==> src/hdl/dssc_consts.svh <==
/*
  constants of the dual synth serial command controller: register
  indices, reset values, command characters, preset scale words.
  assumes one include per compile unit; guarded.
*/
`ifndef DSSC_CONSTS_SVH
`define DSSC_CONSTS_SVH

// ****************************************
// register indices
// ****************************************
`define DSSC_REG_HOLD 4'h0
`define DSSC_REG_DROP_ADDR 4'h1
`define DSSC_REG_TUNE_A 4'h2
`define DSSC_REG_TUNE_B 4'h3
`define DSSC_REG_STATUS 4'h4
`define DSSC_REG_ERRCNT 4'h5
`define DSSC_REG_SCALE_A 4'h6
`define DSSC_REG_SCALE_B 4'h7

// ****************************************
// reset values and limits
// ****************************************
`define DSSC_RST_WORD 32'h0000_0000
`define DSSC_RST_DROP_ADDR 8'h00
`define DSSC_PHASE_MAX 32'h0000_0010
`define DSSC_INFO_LEN 5'h04
`define DSSC_XINFO_LEN 5'h10
`define DSSC_X_CONT_MAX 8'h12

// ****************************************
// command characters
// ****************************************
`define DSSC_CH_OUT_A 8'h61
`define DSSC_CH_SET_OUT_A 8'h41
`define DSSC_CH_OUT_B 8'h62
`define DSSC_CH_SET_OUT_B 8'h42
`define DSSC_CH_CLEAR 8'h63
`define DSSC_CH_DOWN_A 8'h64
`define DSSC_CH_DOWN_B 8'h44
`define DSSC_CH_ERROR 8'h65
`define DSSC_CH_DEC_A 8'h66
`define DSSC_CH_DEC_B 8'h46
`define DSSC_CH_GLOBAL 8'h67
`define DSSC_CH_RESTORE 8'h47
`define DSSC_CH_DIRECT_A 8'h68
`define DSSC_CH_DIRECT_B 8'h48
`define DSSC_CH_INFO 8'h69
`define DSSC_CH_XINFO 8'h49
`define DSSC_CH_INC_A 8'h6A
`define DSSC_CH_INC_B 8'h4A
`define DSSC_CH_KILL 8'h6B
`define DSSC_CH_LISTEN 8'h6C
`define DSSC_CH_SET_ADDR 8'h4C
`define DSSC_CH_MASK 8'h6D
`define DSSC_CH_NORMAL 8'h6E
`define DSSC_CH_SILENT 8'h4E
`define DSSC_CH_SPARE_LO 8'h6F
`define DSSC_CH_SPARE_HI 8'h4F
`define DSSC_CH_PHASE_A 8'h70
`define DSSC_CH_PHASE_B 8'h50
`define DSSC_CH_SCALE_A 8'h73
`define DSSC_CH_SCALE_B 8'h53
`define DSSC_CH_UP_A 8'h75
`define DSSC_CH_UP_B 8'h55
`define DSSC_CH_PRESET 8'h78
`define DSSC_CH_PROMPT 8'h3E
`define DSSC_CH_ZERO 8'h30
`define DSSC_CH_NINE 8'h39

// ****************************************
// clock scale presets: nominal clock and loaded word
// ****************************************
`define DSSC_X_25 8'h19
`define DSSC_X_50 8'h32
`define DSSC_X_100 8'h64
`define DSSC_X_125 8'h7D
`define DSSC_X_180 8'hB4
`define DSSC_SCALE_25 32'h0000_0019
`define DSSC_SCALE_50 32'h0000_0032
`define DSSC_SCALE_100 32'h0000_0064
`define DSSC_SCALE_125 32'h0000_007D
`define DSSC_SCALE_180 32'h0000_00B4

`endif

==> src/hdl/dssc_pkg.sv <==
/*
  types of the dual synth serial command controller.
  assumes nothing of its surroundings.
*/
package dssc_pkg;
  typedef enum logic [1:0] {
    DSSC_IDLE = 2'b00,
    DSSC_XPFX = 2'b01,
    DSSC_TX = 2'b11
  } dssc_state_t;
endpackage

==> src/hdl/dssc_ctrl.sv <==
/*
  command interpreter driving two synth channels from serial characters.
  assumes an already framed byte stream on rx/tx with valid/ready, numeric
  entry delivered through the hold register, one clock, synchronous reset.
*/
`timescale 1ns/1ps
`include "dssc_consts.svh"

// How it works
// - command a loads channel one synth from its tuning store
// - command b loads channel two synth from its tuning store
// - command A copies hold into tuning store one and drives synth one
// - command B copies hold into tuning store two and drives synth two
// - x presets put clock scale into hold; s and S take it into use
// - clear drives fault line high and zeroes error counter
// - forced error drives fault line low and counts one error
// - f and F subtract hold from tuning store, synth output unchanged
// - global saves listen state then makes this drop listen
// - restore puts back the listen state saved earlier
// - h drives synth one from temp copy of hold, stores untouched
// - H drives synth two from temp copy of hold, stores untouched
// - i sends tuning word; I sends larger register dump over serial
// - j and J add hold to the channel tuning store
// - kill ignores matching drop and saves ignore as restore state
// - listen enables matching drop and saves listen as restore state
// - L takes drop address from hold; host isolates other drops
// - mask saves listen state then puts drop in ignore
// - normal mode echoes characters and sends prompts
// - silent mode sends nothing, pulses fault line low per command
// - o drives spare line low, O drives it high
// - p and P load phase from hold, range zero to sixteen
// - hold writes, listen and kill act regardless of listen state
module dssc_ctrl #(
  parameter int ERR_W = 8
) (
  input wire logic sys_clk_i,
  input wire logic srst_i,
  input wire logic [3:0] reg_addr_i,
  input wire logic [31:0] reg_wdata_i,
  input wire logic reg_wr_i,
  input wire logic reg_rd_i,
  output logic [31:0] reg_rdata_o,
  input wire logic [7:0] rx_data_i,
  input wire logic rx_valid_i,
  output logic rx_ready_o,
  output logic [7:0] tx_data_o,
  output logic tx_valid_o,
  input wire logic tx_ready_i,
  output logic [31:0] syn_a_word_o,
  output logic syn_a_load_o,
  output logic [4:0] syn_a_phase_o,
  output logic syn_a_pdown_o,
  output logic [31:0] syn_b_word_o,
  output logic syn_b_load_o,
  output logic [4:0] syn_b_phase_o,
  output logic syn_b_pdown_o,
  output logic fault_indicator_line_n_o,
  output logic spare_output_line_o
);

  // ****************************************
  // state
  // ****************************************
  dssc_pkg::dssc_state_t state_reg, ret_reg;
  logic [31:0] hold_reg, tune_a_reg, tune_b_reg, temp_reg;
  logic [31:0] scale_a_reg, scale_b_reg;
  logic [7:0] drop_addr_reg, xval_reg, echo_reg;
  logic [1:0] xcnt_reg;
  logic [4:0] tx_idx_reg, tx_end_reg;
  logic [ERR_W-1:0] errcnt_reg;
  logic listen_reg, saved_reg, silent_reg, err_reg, prompt_reg;
  logic temp_a_reg, temp_b_reg;

  // ****************************************
  // character decode
  // ****************************************
  logic take, in_x, c_ok, always_ch, known, dig, x_hit, x_more, x_bad;
  logic do_a, do_A, do_b, do_B, do_c, do_e, do_f, do_F, do_g, do_G;
  logic do_h, do_H, do_i, do_I, do_j, do_J, do_k, do_l, do_L, do_m;
  logic do_p, do_P, do_x, phase_bad, err_evt, done, addr_hit, tx_go;
  logic [7:0] ch, x_v;
  logic [4:0] info_n;
  logic [31:0] preset;

  assign ch = rx_data_i;
  assign rx_ready_o = (state_reg != dssc_pkg::DSSC_TX);
  assign take = rx_valid_i && rx_ready_o;
  assign in_x = (state_reg == dssc_pkg::DSSC_XPFX);
  assign always_ch = (ch == `DSSC_CH_LISTEN) || (ch == `DSSC_CH_KILL) ||
                     (ch == `DSSC_CH_GLOBAL) || (ch == `DSSC_CH_RESTORE) ||
                     (ch == `DSSC_CH_MASK) || (ch == `DSSC_CH_SET_ADDR);
  assign c_ok = take && !in_x && (listen_reg || always_ch);
  assign do_a = c_ok && (ch == `DSSC_CH_OUT_A);
  assign do_A = c_ok && (ch == `DSSC_CH_SET_OUT_A);
  assign do_b = c_ok && (ch == `DSSC_CH_OUT_B);
  assign do_B = c_ok && (ch == `DSSC_CH_SET_OUT_B);
  assign do_c = c_ok && (ch == `DSSC_CH_CLEAR);
  assign do_e = c_ok && (ch == `DSSC_CH_ERROR);
  assign do_f = c_ok && (ch == `DSSC_CH_DEC_A);
  assign do_F = c_ok && (ch == `DSSC_CH_DEC_B);
  assign do_g = c_ok && (ch == `DSSC_CH_GLOBAL);
  assign do_G = c_ok && (ch == `DSSC_CH_RESTORE);
  assign do_h = c_ok && (ch == `DSSC_CH_DIRECT_A);
  assign do_H = c_ok && (ch == `DSSC_CH_DIRECT_B);
  assign do_i = c_ok && (ch == `DSSC_CH_INFO);
  assign do_I = c_ok && (ch == `DSSC_CH_XINFO);
  assign do_j = c_ok && (ch == `DSSC_CH_INC_A);
  assign do_J = c_ok && (ch == `DSSC_CH_INC_B);
  assign do_k = c_ok && (ch == `DSSC_CH_KILL);
  assign do_l = c_ok && (ch == `DSSC_CH_LISTEN);
  assign do_L = c_ok && (ch == `DSSC_CH_SET_ADDR);
  assign do_m = c_ok && (ch == `DSSC_CH_MASK);
  assign do_p = c_ok && (ch == `DSSC_CH_PHASE_A);
  assign do_P = c_ok && (ch == `DSSC_CH_PHASE_B);
  assign do_x = c_ok && (ch == `DSSC_CH_PRESET);

  always_comb begin
    case (ch)
      `DSSC_CH_OUT_A, `DSSC_CH_SET_OUT_A, `DSSC_CH_OUT_B,
      `DSSC_CH_SET_OUT_B, `DSSC_CH_CLEAR, `DSSC_CH_DOWN_A,
      `DSSC_CH_DOWN_B, `DSSC_CH_ERROR, `DSSC_CH_DEC_A, `DSSC_CH_DEC_B,
      `DSSC_CH_GLOBAL, `DSSC_CH_RESTORE, `DSSC_CH_DIRECT_A,
      `DSSC_CH_DIRECT_B, `DSSC_CH_INFO, `DSSC_CH_XINFO, `DSSC_CH_INC_A,
      `DSSC_CH_INC_B, `DSSC_CH_KILL, `DSSC_CH_LISTEN, `DSSC_CH_SET_ADDR,
      `DSSC_CH_MASK, `DSSC_CH_NORMAL, `DSSC_CH_SILENT, `DSSC_CH_SPARE_LO,
      `DSSC_CH_SPARE_HI, `DSSC_CH_PHASE_A, `DSSC_CH_PHASE_B,
      `DSSC_CH_SCALE_A, `DSSC_CH_SCALE_B, `DSSC_CH_UP_A, `DSSC_CH_UP_B,
      `DSSC_CH_PRESET: known = 1'b1;
      default: known = 1'b0;
    endcase
  end

  // ****************************************
  // clock scale preset parser
  // ****************************************
  assign dig = (ch >= `DSSC_CH_ZERO) && (ch <= `DSSC_CH_NINE);
  assign x_v = 8'(xval_reg * 8'd10 + (ch - `DSSC_CH_ZERO));

  always_comb begin
    case (x_v)
      `DSSC_X_25: preset = `DSSC_SCALE_25;
      `DSSC_X_50: preset = `DSSC_SCALE_50;
      `DSSC_X_100: preset = `DSSC_SCALE_100;
      `DSSC_X_125: preset = `DSSC_SCALE_125;
      `DSSC_X_180: preset = `DSSC_SCALE_180;
      default: preset = `DSSC_RST_WORD;
    endcase
  end

  assign x_hit = in_x && take && dig && (preset != `DSSC_RST_WORD);
  assign x_more = in_x && take && dig && !x_hit &&
                  (x_v <= `DSSC_X_CONT_MAX) && (xcnt_reg != 2'd2);
  assign x_bad = in_x && take && !x_hit && !x_more;

  always_ff @(posedge sys_clk_i) begin
    if (srst_i) begin
      xval_reg <= 8'h00;
      xcnt_reg <= 2'd0;
    end else if (do_x) begin
      xval_reg <= 8'h00;
      xcnt_reg <= 2'd0;
    end else if (x_more) begin
      xval_reg <= x_v;
      xcnt_reg <= xcnt_reg + 2'd1;
    end
  end

  // ****************************************
  // errors and completion
  // ****************************************
  assign phase_bad = (do_p || do_P) && (hold_reg > `DSSC_PHASE_MAX);
  assign err_evt = do_e || (c_ok && !known) || x_bad || phase_bad;
  assign done = (c_ok && !do_x) || x_hit || x_bad;

  always_ff @(posedge sys_clk_i) begin
    if (srst_i) begin
      err_reg <= 1'b0;
      errcnt_reg <= '0;
    end else if (err_evt) begin
      err_reg <= 1'b1;
      errcnt_reg <= errcnt_reg + 1'b1;
    end else if (do_c) begin
      err_reg <= 1'b0;
      errcnt_reg <= '0;
    end
  end

  always_ff @(posedge sys_clk_i) begin
    if (srst_i)
      fault_indicator_line_n_o <= 1'b1;
    else
      fault_indicator_line_n_o <= !((err_reg && !do_c) || err_evt ||
                                   (silent_reg && done));
  end

  // ****************************************
  // hold register and software writes
  // ****************************************
  always_ff @(posedge sys_clk_i) begin
    if (srst_i)
      hold_reg <= `DSSC_RST_WORD;
    else if (reg_wr_i && reg_addr_i == `DSSC_REG_HOLD)
      hold_reg <= reg_wdata_i;
    else if (x_hit)
      hold_reg <= preset;
  end

  always_ff @(posedge sys_clk_i) begin
    if (srst_i) begin
      scale_a_reg <= `DSSC_RST_WORD;
      scale_b_reg <= `DSSC_RST_WORD;
    end else begin
      if (c_ok && ch == `DSSC_CH_SCALE_A)
        scale_a_reg <= hold_reg;
      if (c_ok && ch == `DSSC_CH_SCALE_B)
        scale_b_reg <= hold_reg;
    end
  end

  // ****************************************
  // tuning stores
  // ****************************************
  // store A, increment, decrement
  always_ff @(posedge sys_clk_i) begin
    if (srst_i)
      tune_a_reg <= `DSSC_RST_WORD;
    else if (do_A)
      tune_a_reg <= hold_reg;
    else if (do_j)
      tune_a_reg <= tune_a_reg + hold_reg;
    else if (do_f)
      tune_a_reg <= tune_a_reg - hold_reg;
  end

  always_ff @(posedge sys_clk_i) begin
    if (srst_i)
      tune_b_reg <= `DSSC_RST_WORD;
    else if (do_B)
      tune_b_reg <= hold_reg;
    else if (do_J)
      tune_b_reg <= tune_b_reg + hold_reg;
    else if (do_F)
      tune_b_reg <= tune_b_reg - hold_reg;
  end

  always_ff @(posedge sys_clk_i) begin
    if (srst_i) begin
      temp_reg <= `DSSC_RST_WORD;
      temp_a_reg <= 1'b0;
      temp_b_reg <= 1'b0;
    end else begin
      if (do_h || do_H)
        temp_reg <= hold_reg;
      temp_a_reg <= do_h;
      temp_b_reg <= do_H;
    end
  end

  // ****************************************
  // synth outputs
  // ****************************************
  // channel one load
  always_ff @(posedge sys_clk_i) begin
    if (srst_i) begin
      syn_a_word_o <= `DSSC_RST_WORD;
      syn_a_load_o <= 1'b0;
    end else begin
      syn_a_load_o <= do_a || do_A || temp_a_reg;
      if (do_a)
        syn_a_word_o <= tune_a_reg;
      else if (do_A)
        syn_a_word_o <= hold_reg;
      else if (temp_a_reg)
        syn_a_word_o <= temp_reg;
    end
  end

  always_ff @(posedge sys_clk_i) begin
    if (srst_i) begin
      syn_b_word_o <= `DSSC_RST_WORD;
      syn_b_load_o <= 1'b0;
    end else begin
      syn_b_load_o <= do_b || do_B || temp_b_reg;
      if (do_b)
        syn_b_word_o <= tune_b_reg;
      else if (do_B)
        syn_b_word_o <= hold_reg;
      else if (temp_b_reg)
        syn_b_word_o <= temp_reg;
    end
  end

  always_ff @(posedge sys_clk_i) begin
    if (srst_i) begin
      syn_a_phase_o <= 5'h00;
      syn_b_phase_o <= 5'h00;
      syn_a_pdown_o <= 1'b0;
      syn_b_pdown_o <= 1'b0;
    end else begin
      if (do_p && !phase_bad)
        syn_a_phase_o <= hold_reg[4:0];
      if (do_P && !phase_bad)
        syn_b_phase_o <= hold_reg[4:0];
      if (c_ok && ch == `DSSC_CH_DOWN_A)
        syn_a_pdown_o <= 1'b1;
      else if (c_ok && ch == `DSSC_CH_UP_A)
        syn_a_pdown_o <= 1'b0;
      if (c_ok && ch == `DSSC_CH_DOWN_B)
        syn_b_pdown_o <= 1'b1;
      else if (c_ok && ch == `DSSC_CH_UP_B)
        syn_b_pdown_o <= 1'b0;
    end
  end

  // ****************************************
  // drop addressing and modes
  // ****************************************
  assign addr_hit = (hold_reg[7:0] == drop_addr_reg);

  always_ff @(posedge sys_clk_i) begin
    if (srst_i) begin
      listen_reg <= 1'b1;
      saved_reg <= 1'b1;
    end else if (do_g || do_m) begin
      saved_reg <= listen_reg;
      listen_reg <= do_g;
    end else if (do_G) begin
      listen_reg <= saved_reg;
    end else if ((do_l || do_k) && addr_hit) begin
      listen_reg <= do_l;
      saved_reg <= do_l;
    end
  end

  always_ff @(posedge sys_clk_i) begin
    if (srst_i) begin
      drop_addr_reg <= `DSSC_RST_DROP_ADDR;
      silent_reg <= 1'b0;
      spare_output_line_o <= 1'b0;
    end else begin
      if (reg_wr_i && reg_addr_i == `DSSC_REG_DROP_ADDR)
        drop_addr_reg <= reg_wdata_i[7:0];
      else if (do_L)
        drop_addr_reg <= hold_reg[7:0];
      if (c_ok && ch == `DSSC_CH_NORMAL)
        silent_reg <= 1'b0;
      else if (c_ok && ch == `DSSC_CH_SILENT)
        silent_reg <= 1'b1;
      if (c_ok && ch == `DSSC_CH_SPARE_LO)
        spare_output_line_o <= 1'b0;
      else if (c_ok && ch == `DSSC_CH_SPARE_HI)
        spare_output_line_o <= 1'b1;
    end
  end

  // ****************************************
  // serial responses
  // ****************************************
  // echo only when speaking
  assign tx_go = ((c_ok && listen_reg) || (in_x && take)) && !silent_reg;
  assign info_n = do_i ? `DSSC_INFO_LEN : (do_I ? `DSSC_XINFO_LEN : 5'h00);

  always_ff @(posedge sys_clk_i) begin
    if (srst_i) begin
      state_reg <= dssc_pkg::DSSC_IDLE;
      ret_reg <= dssc_pkg::DSSC_IDLE;
      tx_idx_reg <= 5'h00;
      tx_end_reg <= 5'h00;
      echo_reg <= 8'h00;
      prompt_reg <= 1'b0;
    end else begin
      case (state_reg)
        dssc_pkg::DSSC_IDLE, dssc_pkg::DSSC_XPFX: begin
          if (take) begin
            ret_reg <= (do_x || x_more) ? dssc_pkg::DSSC_XPFX
                                        : dssc_pkg::DSSC_IDLE;
            if (tx_go) begin
              state_reg <= dssc_pkg::DSSC_TX;
              tx_idx_reg <= 5'h00;
              tx_end_reg <= info_n + {4'h0, done};
              echo_reg <= ch;
              prompt_reg <= done;
            end else if (do_x || x_more) begin
              state_reg <= dssc_pkg::DSSC_XPFX;
            end else begin
              state_reg <= dssc_pkg::DSSC_IDLE;
            end
          end
        end
        dssc_pkg::DSSC_TX: begin
          if (tx_ready_i) begin
            tx_idx_reg <= tx_idx_reg + 5'h01;
            if (tx_idx_reg == tx_end_reg)
              state_reg <= ret_reg;
          end
        end
        default: state_reg <= dssc_pkg::DSSC_IDLE;
      endcase
    end
  end

  logic [127:0] info_vec, info_sh;
  assign info_vec = {tune_a_reg, tune_b_reg, hold_reg,
                     {(32-ERR_W){1'b0}}, errcnt_reg};
  assign info_sh = info_vec << {tx_idx_reg - 5'h01, 3'b000};
  assign tx_valid_o = (state_reg == dssc_pkg::DSSC_TX);

  always_comb begin
    if (tx_idx_reg == 5'h00)
      tx_data_o = echo_reg;
    else if (prompt_reg && tx_idx_reg == tx_end_reg)
      tx_data_o = `DSSC_CH_PROMPT;
    else
      tx_data_o = info_sh[127:120];
  end

  // ****************************************
  // register port
  // ****************************************
  always_ff @(posedge sys_clk_i) begin
    if (srst_i)
      reg_rdata_o <= 32'h0000_0000;
    else if (reg_rd_i) begin
      case (reg_addr_i)
        `DSSC_REG_HOLD: reg_rdata_o <= hold_reg;
        `DSSC_REG_DROP_ADDR: reg_rdata_o <= {24'h00_0000, drop_addr_reg};
        `DSSC_REG_TUNE_A: reg_rdata_o <= tune_a_reg;
        `DSSC_REG_TUNE_B: reg_rdata_o <= tune_b_reg;
        `DSSC_REG_STATUS: reg_rdata_o <= {26'h000_0000, err_reg,
            silent_reg, saved_reg, listen_reg, syn_b_pdown_o,
            syn_a_pdown_o};
        `DSSC_REG_ERRCNT: reg_rdata_o <= {{(32-ERR_W){1'b0}}, errcnt_reg};
        `DSSC_REG_SCALE_A: reg_rdata_o <= scale_a_reg;
        `DSSC_REG_SCALE_B: reg_rdata_o <= scale_b_reg;
        default: reg_rdata_o <= 32'h0000_0000;
      endcase
    end else
      reg_rdata_o <= 32'h0000_0000;
  end
endmodule

==> config.mk <==
export PLATFORM = sky130hd
export DESIGN_NAME = dssc_ctrl
export DESIGN_NICKNAME = d
export VERILOG_FILES = /design/src/hdl/dssc_pkg.sv /design/src/hdl/dssc_ctrl.sv
export VERILOG_INCLUDE_DIRS = /design/src /design/src/hdl
export SDC_FILE = /design/constraint.sdc
export NUM_CORES = 1
export LEC_CHECK = 0
export BUFFER_PORTS_ARGS = -buffer_cell sky130_fd_sc_hd__buf_2
export CAP_MARGIN = 10
export CORE_ASPECT_RATIO = 1.25
export CORE_UTILIZATION = 40
export CTS_CLUSTER_SIZE = 24
export DETAILED_ROUTE_END_ITERATION = 10
export GPL_TIMING_DRIVEN = 0
export PLACE_DENSITY = 0.6
export SYNTH_ARGS = -nofsm -noshare
export SYNTH_HDL_FRONTEND = slang
export SYNTH_SLANG_ARGS = --single-unit
==> constraint.sdc <==
create_clock -name sys_clk_i -period 5.54 [get_ports sys_clk_i]
set_input_delay 0 -clock sys_clk_i [delete_from_list [all_inputs] [get_ports sys_clk_i]]
set_output_delay 0 -clock sys_clk_i [all_outputs]
set_load 0.005 [all_outputs]
# Word-level counts from Yosys, hierarchy flattened
# Memory sizes are Yosys's and may differ from the RTL's.
# Index checks and enable logic that the tools add are counted.
[classes]
magnitude_cmp = 4
muxes = 46
n_mul = 1
bitwise_logic = 1
n_eq_ne = 56
n_addsub = 11
n_shift = 1
n_reduce_logical = 116
[ops]
columns = ["op", "count"]
rows = [
  ["32-bit two-way mux", 14],
  ["8-bit by 7-bit equality test with 1-bit output (second input constant)", 35],
  ["32-bit one-hot mux with 8 select lines", 1],
  ["128-bit by 8-bit left shift with 128-bit output", 1],
  ["32-bit adder", 2],
  ["32-bit subtractor", 2],
  ["1-bit logical AND", 58],
  ["8-bit two-way mux", 6],
  ["8-bit one-hot mux with 5 select lines", 1],
  ["32-bit by 5-bit greater-than comparator with 1-bit output (second input constant)", 1],
  ["32-bit nonzero test", 1],
  ["5-bit two-way mux", 5],
  ["1-bit logical OR", 23],
  ["4-bit by 3-bit equality test with 1-bit output (second input constant)", 4],
  ["3-bit nonzero test", 5],
  ["2-bit nonzero test", 7],
  ["1-bit two-way mux", 13],
  ["5-bit one-hot mux with 2 select lines", 1],
  ["2-bit OR reduction", 5],
  ["1-bit zero test", 9],
  ["8-bit by 1-bit adder with 8-bit output (second input constant)", 1],
  ["8-bit adder", 1],
  ["4-bit by 2-bit equality test with 1-bit output (second input constant)", 2],
  ["8-bit by 5-bit equality test with 1-bit output (second input constant)", 1],
  ["27 further kinds", 37],
]
[word_totals]
mem_bits_ro = 128
elab_cells = 270
output_inout_bits = 122
register_bits = 359
n_memories = 1
[mem_list]
columns = ["name", "words", "width", "rd", "rd_ports_with_merged_regs", "wr", "line_no", "rtl"]
rows = [
  ["(no name shown)", 128, 1, 1, 0, 0, "dssc_ctrl.sv:118", "case (ch)"],
]

# Depth between registers and ports, before layout
# Gate-level depths: netlist of the first run.
[depth]
depth_word = 17
mapped_depth = 21

# Least setup slack after synthesis of the first run
# Ideal clock, no wire load.
[synth_path]
path_kind = "in2reg"
startpoint = "in rx_data_i[0]"
endpoint = "reg tune_a_reg[31]"
t_required_ns = 5.420
arrival_ns = 4.271
slack_ns = 1.150
setup_ns = 0.120
stages = 21
cell_sequence = "clkbuf_1 > inv_1 > ha_1 > o21ai_0 > a21oi_1 > o311a_1 > clkbuf_1 > nand3_1 > clkbuf_1 > nand2_1 > o21ai_0 > ha_1 > a21oi_1 > nor2_1 > o211ai_1 > a2111oi_0 > or2_2 > a311o_1 > a21boi_0 > a2111oi_0 > a211o_1"
[synth_between]
elab_chain_cells = 11
elab_cells_between_ends = 22
classes_between = "eq/ne (9); mux (2); reduce/logical (11)"
[synth_rtl]
columns = ["element", "line_no", "rtl"]
rows = [
  ["from (decl)", "dssc_ctrl.sv:43", "input wire logic [7:0] rx_data_i,"],
  ["8-bit by 7-bit equality test with 1-bit output (no line)", "--", ""],
  ["1-bit logical OR (5 in series)", "dssc_ctrl.sv:89", "assign always_ch = (ch == `DSSC_CH_LISTEN) || (ch == `DSSC_CH_KILL) ||"],
  ["1-bit logical OR", "dssc_ctrl.sv:92", "assign c_ok = take && !in_x && (listen_reg || always_ch);"],
  ["1-bit logical AND", "dssc_ctrl.sv:92", ""],
  ["1-bit logical AND", "dssc_ctrl.sv:107", "assign do_j = c_ok && (ch == `DSSC_CH_INC_A);"],
  ["32-bit two-way mux", "dssc_ctrl.sv:229", "else if (do_j)"],
  ["32-bit two-way mux", "dssc_ctrl.sv:227", "else if (do_A)"],
  ["to (signal assigned)", "dssc_ctrl.sv:226", "tune_a_reg <= `DSSC_RST_WORD;"],
  ["to (signal assigned)", "dssc_ctrl.sv:228", "tune_a_reg <= hold_reg;"],
  ["to (signal assigned)", "dssc_ctrl.sv:230", "tune_a_reg <= tune_a_reg + hold_reg;"],
  ["to (decl)", "dssc_ctrl.sv:65", "logic [31:0] hold_reg, tune_a_reg, tune_b_reg, temp_reg;"],
]
# Parallel ways exist; a longest one is shown, timed or not.
# A chain may end at the register's enable or synchronous reset.

# Final worst setup path of the first run
[layout_path]
startpoint = "reg hold_reg[3]"
endpoint = "reg tune_a_reg[31]"
[layout_between]
elab_chain_cells = 4
elab_cells_between_ends = 5
classes_between = "add/sub (2); mux (3)"
[layout_rtl]
columns = ["element", "line_no", "rtl"]
rows = [
  ["from (decl)", "dssc_ctrl.sv:65", ""],
  ["from (signal assigned)", "dssc_ctrl.sv:201", "hold_reg <= `DSSC_RST_WORD;"],
  ["from (signal assigned)", "dssc_ctrl.sv:203", "hold_reg <= reg_wdata_i;"],
  ["from (signal assigned)", "dssc_ctrl.sv:205", "hold_reg <= preset;"],
  ["32-bit subtractor", "dssc_ctrl.sv:232", "tune_a_reg <= tune_a_reg - hold_reg;"],
  ["32-bit two-way mux", "dssc_ctrl.sv:231", "else if (do_f)"],
  ["32-bit two-way mux *", "dssc_ctrl.sv:229", ""],
  ["32-bit two-way mux *", "dssc_ctrl.sv:227", ""],
  ["to (signal assigned)", "dssc_ctrl.sv:228", ""],
  ["to (signal assigned)", "dssc_ctrl.sv:230", ""],
  ["to (signal assigned)", "dssc_ctrl.sv:232", ""],
]
# Mark *: on every way between the ends. The rest lies on a longest branch, timed or not. The select of a mux whose other input is x is not followed.

==> impl_metrics.py, run 1 <==
metrics = {
    "worst_setup_path": {
        "reg2reg_depth": 18,
        "cp_slowest_cell": "dfxtp_1",
        "worst_ep_arrival_time_ns": 5.85,
        "critPathRequiredTime_ns": 6.01,
        "critPathCaptureType": "register",
        "startpoint_type": "register",
        "path_max_fanout": 9,
        "path_cells": "nor3_2, nand3_1, nor2_1, nand2_1, nor3_2, nand2_1, nor3_1, nor2_1, xor2_1, ha_1, and3_1, a221o_1, a21oi_1, nor2b_1, a311o_1, a21boi_2, a2111oi_0, a211o_1",
        "slowest_delay_ns": 0.57,
        "path_class": "reg2reg",
    },
    "timing": {
        "rsz0062_at_grt": "no",
        "skew_ns": 0.0206,
        "fin_crit_ns": 5.38,
        "hold_slack_ns": 0.0523,
        "fmaxAchievable_mhz": 186,
        "worst_pin_slew_ns": 1.53,
        "fin_crit_sh_pct": 97.1,
        "setup_violations": 0,
        "maxSlewHeadroom_pct": -1.84,
        "final-max-slew-violation-count": 11,
        "finalHoldViolCount": 0,
        "setup_ws_ns": 0.159,
    },
    "global_route": {
        "grt_util_all_layers_pct": 39.0,
        "grt_pass1_wl_um": 152000,
        "gr-total-overflow": 0,
        "grt_antenna_before_repair": 7,
        "grt_max_degree": 15,
        "grt_pass1_vias": 22200,
    },
    "routing": {
        "first_iter_violations": 2653,
        "ant_nets": 0,
        "remaining_drc_errors": 0,
        "dr.pass1.iters": 7,
        "wl_met2_um": 47800,
        "wl_per_cell_um": 29.2,
        "routed_wl_um": 107000,
        "m1WireLength_um": 41000,
        "route.met3.wl_um": 9010,
        "viasPerCell": 6.36,
        "dr.max_layer_used": "met5",
        "vias": 23300,
    },
    "finish": {
        "multiInputGateArea_um2": 13100,
        "seqCellArea_um2": 7090,
        "drive_above_1_share_pct": 11.0,
        "layout_common_cells": "490 x nand2_1, 373 x a21oi_1, 353 x dfxtp_1",
        "area_delta_synth_final_pct": 17.9,
        "fillers": 5180,
        "nets": 3110,
        "final_common_cell": "nand2_1",
    },
    "clock_tree": {
        "cts.path.max_buffers": 3,
        "root_buffer": "clkbuf_16",
        "h-tree-depth": 2,
        "clkLatencyLatePin_ns": 0.59,
        "clk_pin_slew_ns": 0.07,
        "cts_sinks": 354,
        "cts_tree": "done",
        "cts_buffers": 41,
    },
    "run_status": {
        "outcome": "finished with violations",
        "violations": "max-capacitance violations, max-slew violations",
    },
    "floorplan": {
        "dieArea_um2": 53700,
        "dieHeight_um": 259,
        "fp-row-count": 93,
        "coreArea_um2": 51800,
        "die-width_um": 208,
        "start_util_pct": 40.8,
        "ios": 172,
    },
    "place": {
        "dp_hpwl_um": 82900,
        "place_ws_ns": -1.27,
        "port_buffers": 169,
        "gp_congestion": 1.04,
    },
    "hold_path": {
        "hold_path_depth": 4,
        "hp-class": "in2reg",
    },
    "power_and_ir_drop": {
        "pwr_density_cell_nw_per_um2": 264,
        "peakVddDrop_uv": 224,
        "p_leak_nw": 9.54,
    },
    "yosys": {
        "async_flop_share_pct": 0,
        "synth_cell_types": 78,
        "synth-seq-cells": 354,
        "syn_area_per_cell_um2": 7.79,
        "netlist_instances": 2711,
        "yosysWarnings": 0,
        "synth_edf_count": 0,
        "syn-cell-area_um2": 21100,
        "synth_ff_type": "dfxtp_1",
        "ys_seq_area_share_pct": 33.6,
        "syn_nets": 2856,
    },
    "job": {
        "maxCapViolations": 1,
    },
}
## cell usage after synthesis (6+ instances only)
| master | n | area share, % |
|---|---|---|
| or3_1 | 14 | 0.41 |
| o31ai_1 | 6 | 0.21 |
| buf_1 | 18 | 0.32 |
| a21oi_1 | 373 | 8.8 |
| dfxtp_1 | 354 | 34 |
| o221ai_1 | 12 | 0.50 |
| o22ai_1 | 17 | 0.50 |
| o21ai_0 | 95 | 2.3 |
| a211o_1 | 9 | 0.37 |
| nand2_1 | 491 | 8.7 |
| nor2b_1 | 17 | 0.50 |
| a222oi_1 | 26 | 1.2 |
| a211oi_1 | 27 | 0.96 |
| and2_1 | 14 | 0.41 |
| a2111oi_0 | 6 | 0.25 |
| nor3_1 | 38 | 0.90 |
| mux4_2 | 25 | 2.7 |
| ha_1 | 91 | 5.4 |
| a221oi_1 | 7 | 0.29 |
| xnor2_1 | 74 | 3.1 |
| nand3_1 | 74 | 1.8 |
| mux2i_1 | 49 | 2.3 |
| a22oi_1 | 88 | 3.1 |
| nand2b_1 | 17 | 0.50 |
| xor2_1 | 66 | 2.7 |
| a31oi_1 | 25 | 0.74 |
| and3_1 | 19 | 0.56 |
| inv_1 | 50 | 0.89 |
| a32oi_1 | 10 | 0.41 |
| nand4_1 | 18 | 0.53 |
| a221o_1 | 23 | 1.1 |
| o21a_1 | 7 | 0.25 |
| o21bai_1 | 6 | 0.21 |
| o211ai_1 | 32 | 1.1 |
| nor2_1 | 182 | 3.2 |
| or2_2 | 8 | 0.24 |
| buf_2 | 10 | 0.24 |
| clkbuf_1 | 187 | 3.3 |
| nor4_1 | 18 | 0.53 |
| a21o_1 | 23 | 0.82 |
## stage by stage
step                total power, mW  utilization (%)  setup TNS [ns]  area [um2]  instances
floorplan                      3.17                -               0       21100       2711
global placement               3.46             44.0          -12.66       22800       3545
detailed placement             3.46             44.1          -13.42       22800       3546
CTS                            6.52             48.0               0       24800       3665
global route                   6.71             48.0               0       24900       3663
finish                         6.56             48.1               0       24900       3671
## layout make-up
| type | count | share of cell area (%) |
|---|---|---|
| Multi-Input combinational cell | 2090 | 52.7 |
| Sequential cell | 354 | 28.5 |
| Timing Repair Buffer | 216 | 5.29 |
| Clock buffer | 53 | 4.71 |
| Tap cell | 665 | 3.34 |
| Buffer | 210 | 3.28 |
| Clock inverter | 22 | 1.30 |
| Inverter | 52 | 0.799 |
| Antenna cell | 9 | 0.0904 |
## logic make-up after synthesis
| group | after synthesis | share of synthesized area, % |
|---|---|---|
| AND/OR/NAND/NOR | 940 | 19.5 |
| AO/OA/AOI/OAI | 836 | 25.3 |
| flip-flops | 354 | 33.6 |
| buffers and inverters | 267 | 4.80 |
| XOR/XNOR | 141 | 5.91 |
| adder cells (fa/ha/maj) | 95 | 5.77 |
| multiplexers | 78 | 5.20 |
## worst max-delay path, delay by kind of cell, from the launching register on
family / cells / cell delay (ns)
xor gates and xnor gates: 1 / 0.19
adders and majority gates: 1 / 0.38
DFF: 1 / 0.57
AOI/OAI and AO/OA: 6 / 1.57
and+or+nand+nor: 10 / 2.53
## where the power goes
part	total (mW)	internal [mW]	switching, mW	leakage (nW)
sequential	2.58	2.56	0.0235	2.85
clock	3.09	1.87	1.22	0.743
combinational	0.888	0.299	0.588	5.94
## final timing paths
path	start	to	slack [ns]
setup / recovery	hold_reg[3]	tune_a_reg[31]	0.16
setup reg to reg	hold_reg[3]	tune_a_reg[31]	0.16
hold reg to reg	syn_b_word_o[4]	syn_b_word_o[4]	0.45
hold / removal	rx_data_i[5]	echo_reg[5]	0.05
## layer usage
metal  global-route usage [%]  up-vias
li1                         -    10300
met3                     6.34      416
met5                        0        -
met2                     62.8     1436
met1                     46.1    11200
met4                     31.9        8
## what timing repair did
item,in CTS,in global routing
hold buffers,44,0
endpoints found under the setup margin,28,21
hold endpoints to repair,57,0
resized for setup,23,12
buffers inserted,0,2
pin swaps,0,2
(Power assumes the default switching activity.)
==> inputs of run 2 (changes only) <==
--- a/config.mk
+++ b/config.mk
@@ -10,6 +10,7 @@
 export CAP_MARGIN = 10
 export CORE_ASPECT_RATIO = 1.25
 export CORE_UTILIZATION = 40
+export CTS_BUF_LIST = sky130_fd_sc_hd__clkbuf_4 sky130_fd_sc_hd__clkbuf_8 sky130_fd_sc_hd__clkbuf_16
 export CTS_CLUSTER_SIZE = 24
 export DETAILED_ROUTE_END_ITERATION = 10
 export GPL_TIMING_DRIVEN = 0
==> run 2 against run 1 <==
Effect of this change: the flow still finishes with violations (max-capacitance violations, max-slew violations); non-clock buffer count unchanged; worst setup slack lost 0.075 ns; fmax shrank 1.4%; final cell count hardly changed; utilization about the same; via count decreased by 0.27%; register-to-register slack got worse by 0.08 ns; die area stayed put; critical path depth increased by 1; count of clock-buffer cells in the layout did not move; critical path type unchanged.
==> impl_metrics.py, run 2 (synthesis results as in run 1) <==
metrics = {
    "run_status": {
        "outcome": "finished with violations",
        "violations": "max-capacitance violations, max-slew violations",
    },
    "clock_tree": {
        "h-tree-depth": 2,
        "clk_pin_slew_ns": 0.06,
        "cts.path.max_buffers": 3,
        "cts_tree": "done",
        "clkLatencyLatePin_ns": 0.60,
        "cts_sinks": 354,
        "root_buffer": "clkbuf_16",
        "cts_buffers": 41,
    },
    "global_route": {
        "grt_util_all_layers_pct": 39.0,
        "grt_pass1_wl_um": 152000,
        "grt_max_degree": 15,
        "grt_pass1_vias": 22200,
        "grt_antenna_before_repair": 7,
        "gr-total-overflow": 0,
    },
    "place": {
        "port_buffers": 169,
        "place_ws_ns": -1.27,
        "dp_hpwl_um": 82900,
        "gp_congestion": 1.04,
    },
    "power_and_ir_drop": {
        "pwr_density_cell_nw_per_um2": 264,
        "peakVddDrop_uv": 225,
        "power_mw": 6.58,
        "p_leak_nw": 9.55,
    },
    "routing": {
        "vias": 23300,
        "routed_wl_um": 107000,
        "ant_nets": 0,
        "viasPerCell": 6.34,
        "first_iter_violations": 2889,
        "dr.pass1.iters": 8,
        "wl_per_cell_um": 29.3,
        "remaining_drc_errors": 0,
    },
    "floorplan": {
        "dieHeight_um": 259,
        "fp-row-count": 93,
        "start_util_pct": 40.8,
        "ios": 172,
        "coreArea_um2": 51800,
        "die-width_um": 208,
        "dieArea_um2": 53700,
    },
    "finish": {
        "drive_above_1_share_pct": 11.1,
        "final_common_cell": "nand2_1",
        "fillers": 5183,
        "area_delta_synth_final_pct": 17.9,
        "nets": 3110,
        "layout_common_cells": "490 x nand2_1, 373 x a21oi_1, 353 x dfxtp_1",
    },
    "timing": {
        "rsz0062_at_grt": "yes",
        "setup_violations": 0,
        "maxSlewHeadroom_pct": -0.0476,
        "skew_ns": 0.0211,
        "final-max-slew-violation-count": 10,
        "worst_pin_slew_ns": 1.50,
        "fin_crit_ns": 5.46,
        "fin_setup_tns_ns": 0,
        "finalHoldViolCount": 0,
        "setup_ws_ns": 0.0835,
        "fmaxAchievable_mhz": 183,
        "fin_crit_sh_pct": 98.5,
    },
    "job": {
        "maxCapViolations": 1,
    },
    "worst_setup_path": {
        "worst_ep_arrival_time_ns": 5.93,
        "path_max_fanout": 9,
        "path_class": "reg2reg",
        "startpoint_type": "register",
        "critPathCaptureType": "register",
        "critPathRequiredTime_ns": 6.01,
    },
    "hold_path": {
        "hp-class": "in2reg",
    },
}
[run 2: cell types whose count changed in the layout (fill, tap and decap cells not counted)]
cell,change
clkinvlp_4,-1
buf_1,+2
diode_2,-2
buf_4,-1
clkbuf_4,+4
clkbuf_1,-5
inv_1,+1
[run 2: through the flow]
stage          utilization [%]  instances  cell area [um2]  hold WS, ns
2_1_floorplan                -       2711            21100        0.136
3_3_place_gp              44.0       3545            22800        0.255
3_5_place_dp              44.1       3546            22800        0.250
4_1_cts                   48.0       3665            24900       0.0219
5_1_grt                   48.1       3663            24900       0.0858
6_report                  48.1       3669            24900       0.0485
[run 2: path summary, 6_finish.rpt]
check                        from               to  slack, ns  cells past startpoint
setup / recovery      hold_reg[4]   tune_a_reg[31]       0.08                     19
hold / removal       rx_data_i[5]      echo_reg[5]       0.05                      4
setup reg to reg      hold_reg[4]   tune_a_reg[31]       0.08                     19
hold reg to reg   syn_b_word_o[4]  syn_b_word_o[4]       0.45                      2
[run 2: layout make-up]
cell class                      count  area [um2]  area share (%)
Clock buffer                       53        1190            4.77
Inverter                           52         195           0.784
Sequential cell                   354        7090            28.5
Timing Repair Buffer              215        1310            5.26
Multi-Input combinational cell   2090       13100            52.7
Clock inverter                     22         324            1.30
Buffer                            211         821            3.30
Tap cell                          665         832            3.34
Antenna cell                        7        17.5          0.0703
[run 2: where the power goes]
part	internal (mW)	leakage, nW	total (mW)	switching (mW)
Clock	1.89	0.757	3.11	1.22
Combinational	0.298	5.94	0.888	0.590
Sequential	2.56	2.85	2.58	0.0225
[run 2: worst max-delay path, cell delays in order (launching register included)]
cell,delay (ns)
dfxtp_1,0.29
buf_1,0.38
nor3_2,0.35
nand3_1,0.27
nor2_1,0.26
nand2_1,0.22
nor3_2,0.30
nand2_1,0.24
nor3_1,0.40
nor2_1,0.18
xor2_1,0.20
ha_1,0.38
and3_1,0.18
a221o_1,0.31
a21oi_1,0.26
nor2b_1,0.11
a311o_1,0.30
a21boi_2,0.22
a2111oi_0,0.14
a211o_1,0.33
[run 2: routing by layer]
layer / GRT usage [%] / up-vias / wire length, um
met2: 62.8 / 1368 / 47800
met3: 6.45 / 412 / 9180
met5: 0 / - / 76
met1: 46.1 / 11200 / 40700
met4: 31.9 / 6 / 9590
li1: - / 10300 / -
[run 2: what timing repair did]
item                                   CTS  global route
setup buffers                            0             1
setup endpoints to repair               28            20
resized for setup                       23            13
pin swaps                                0             1
hold buffers                            44             0
endpoints found under the hold margin   57             0
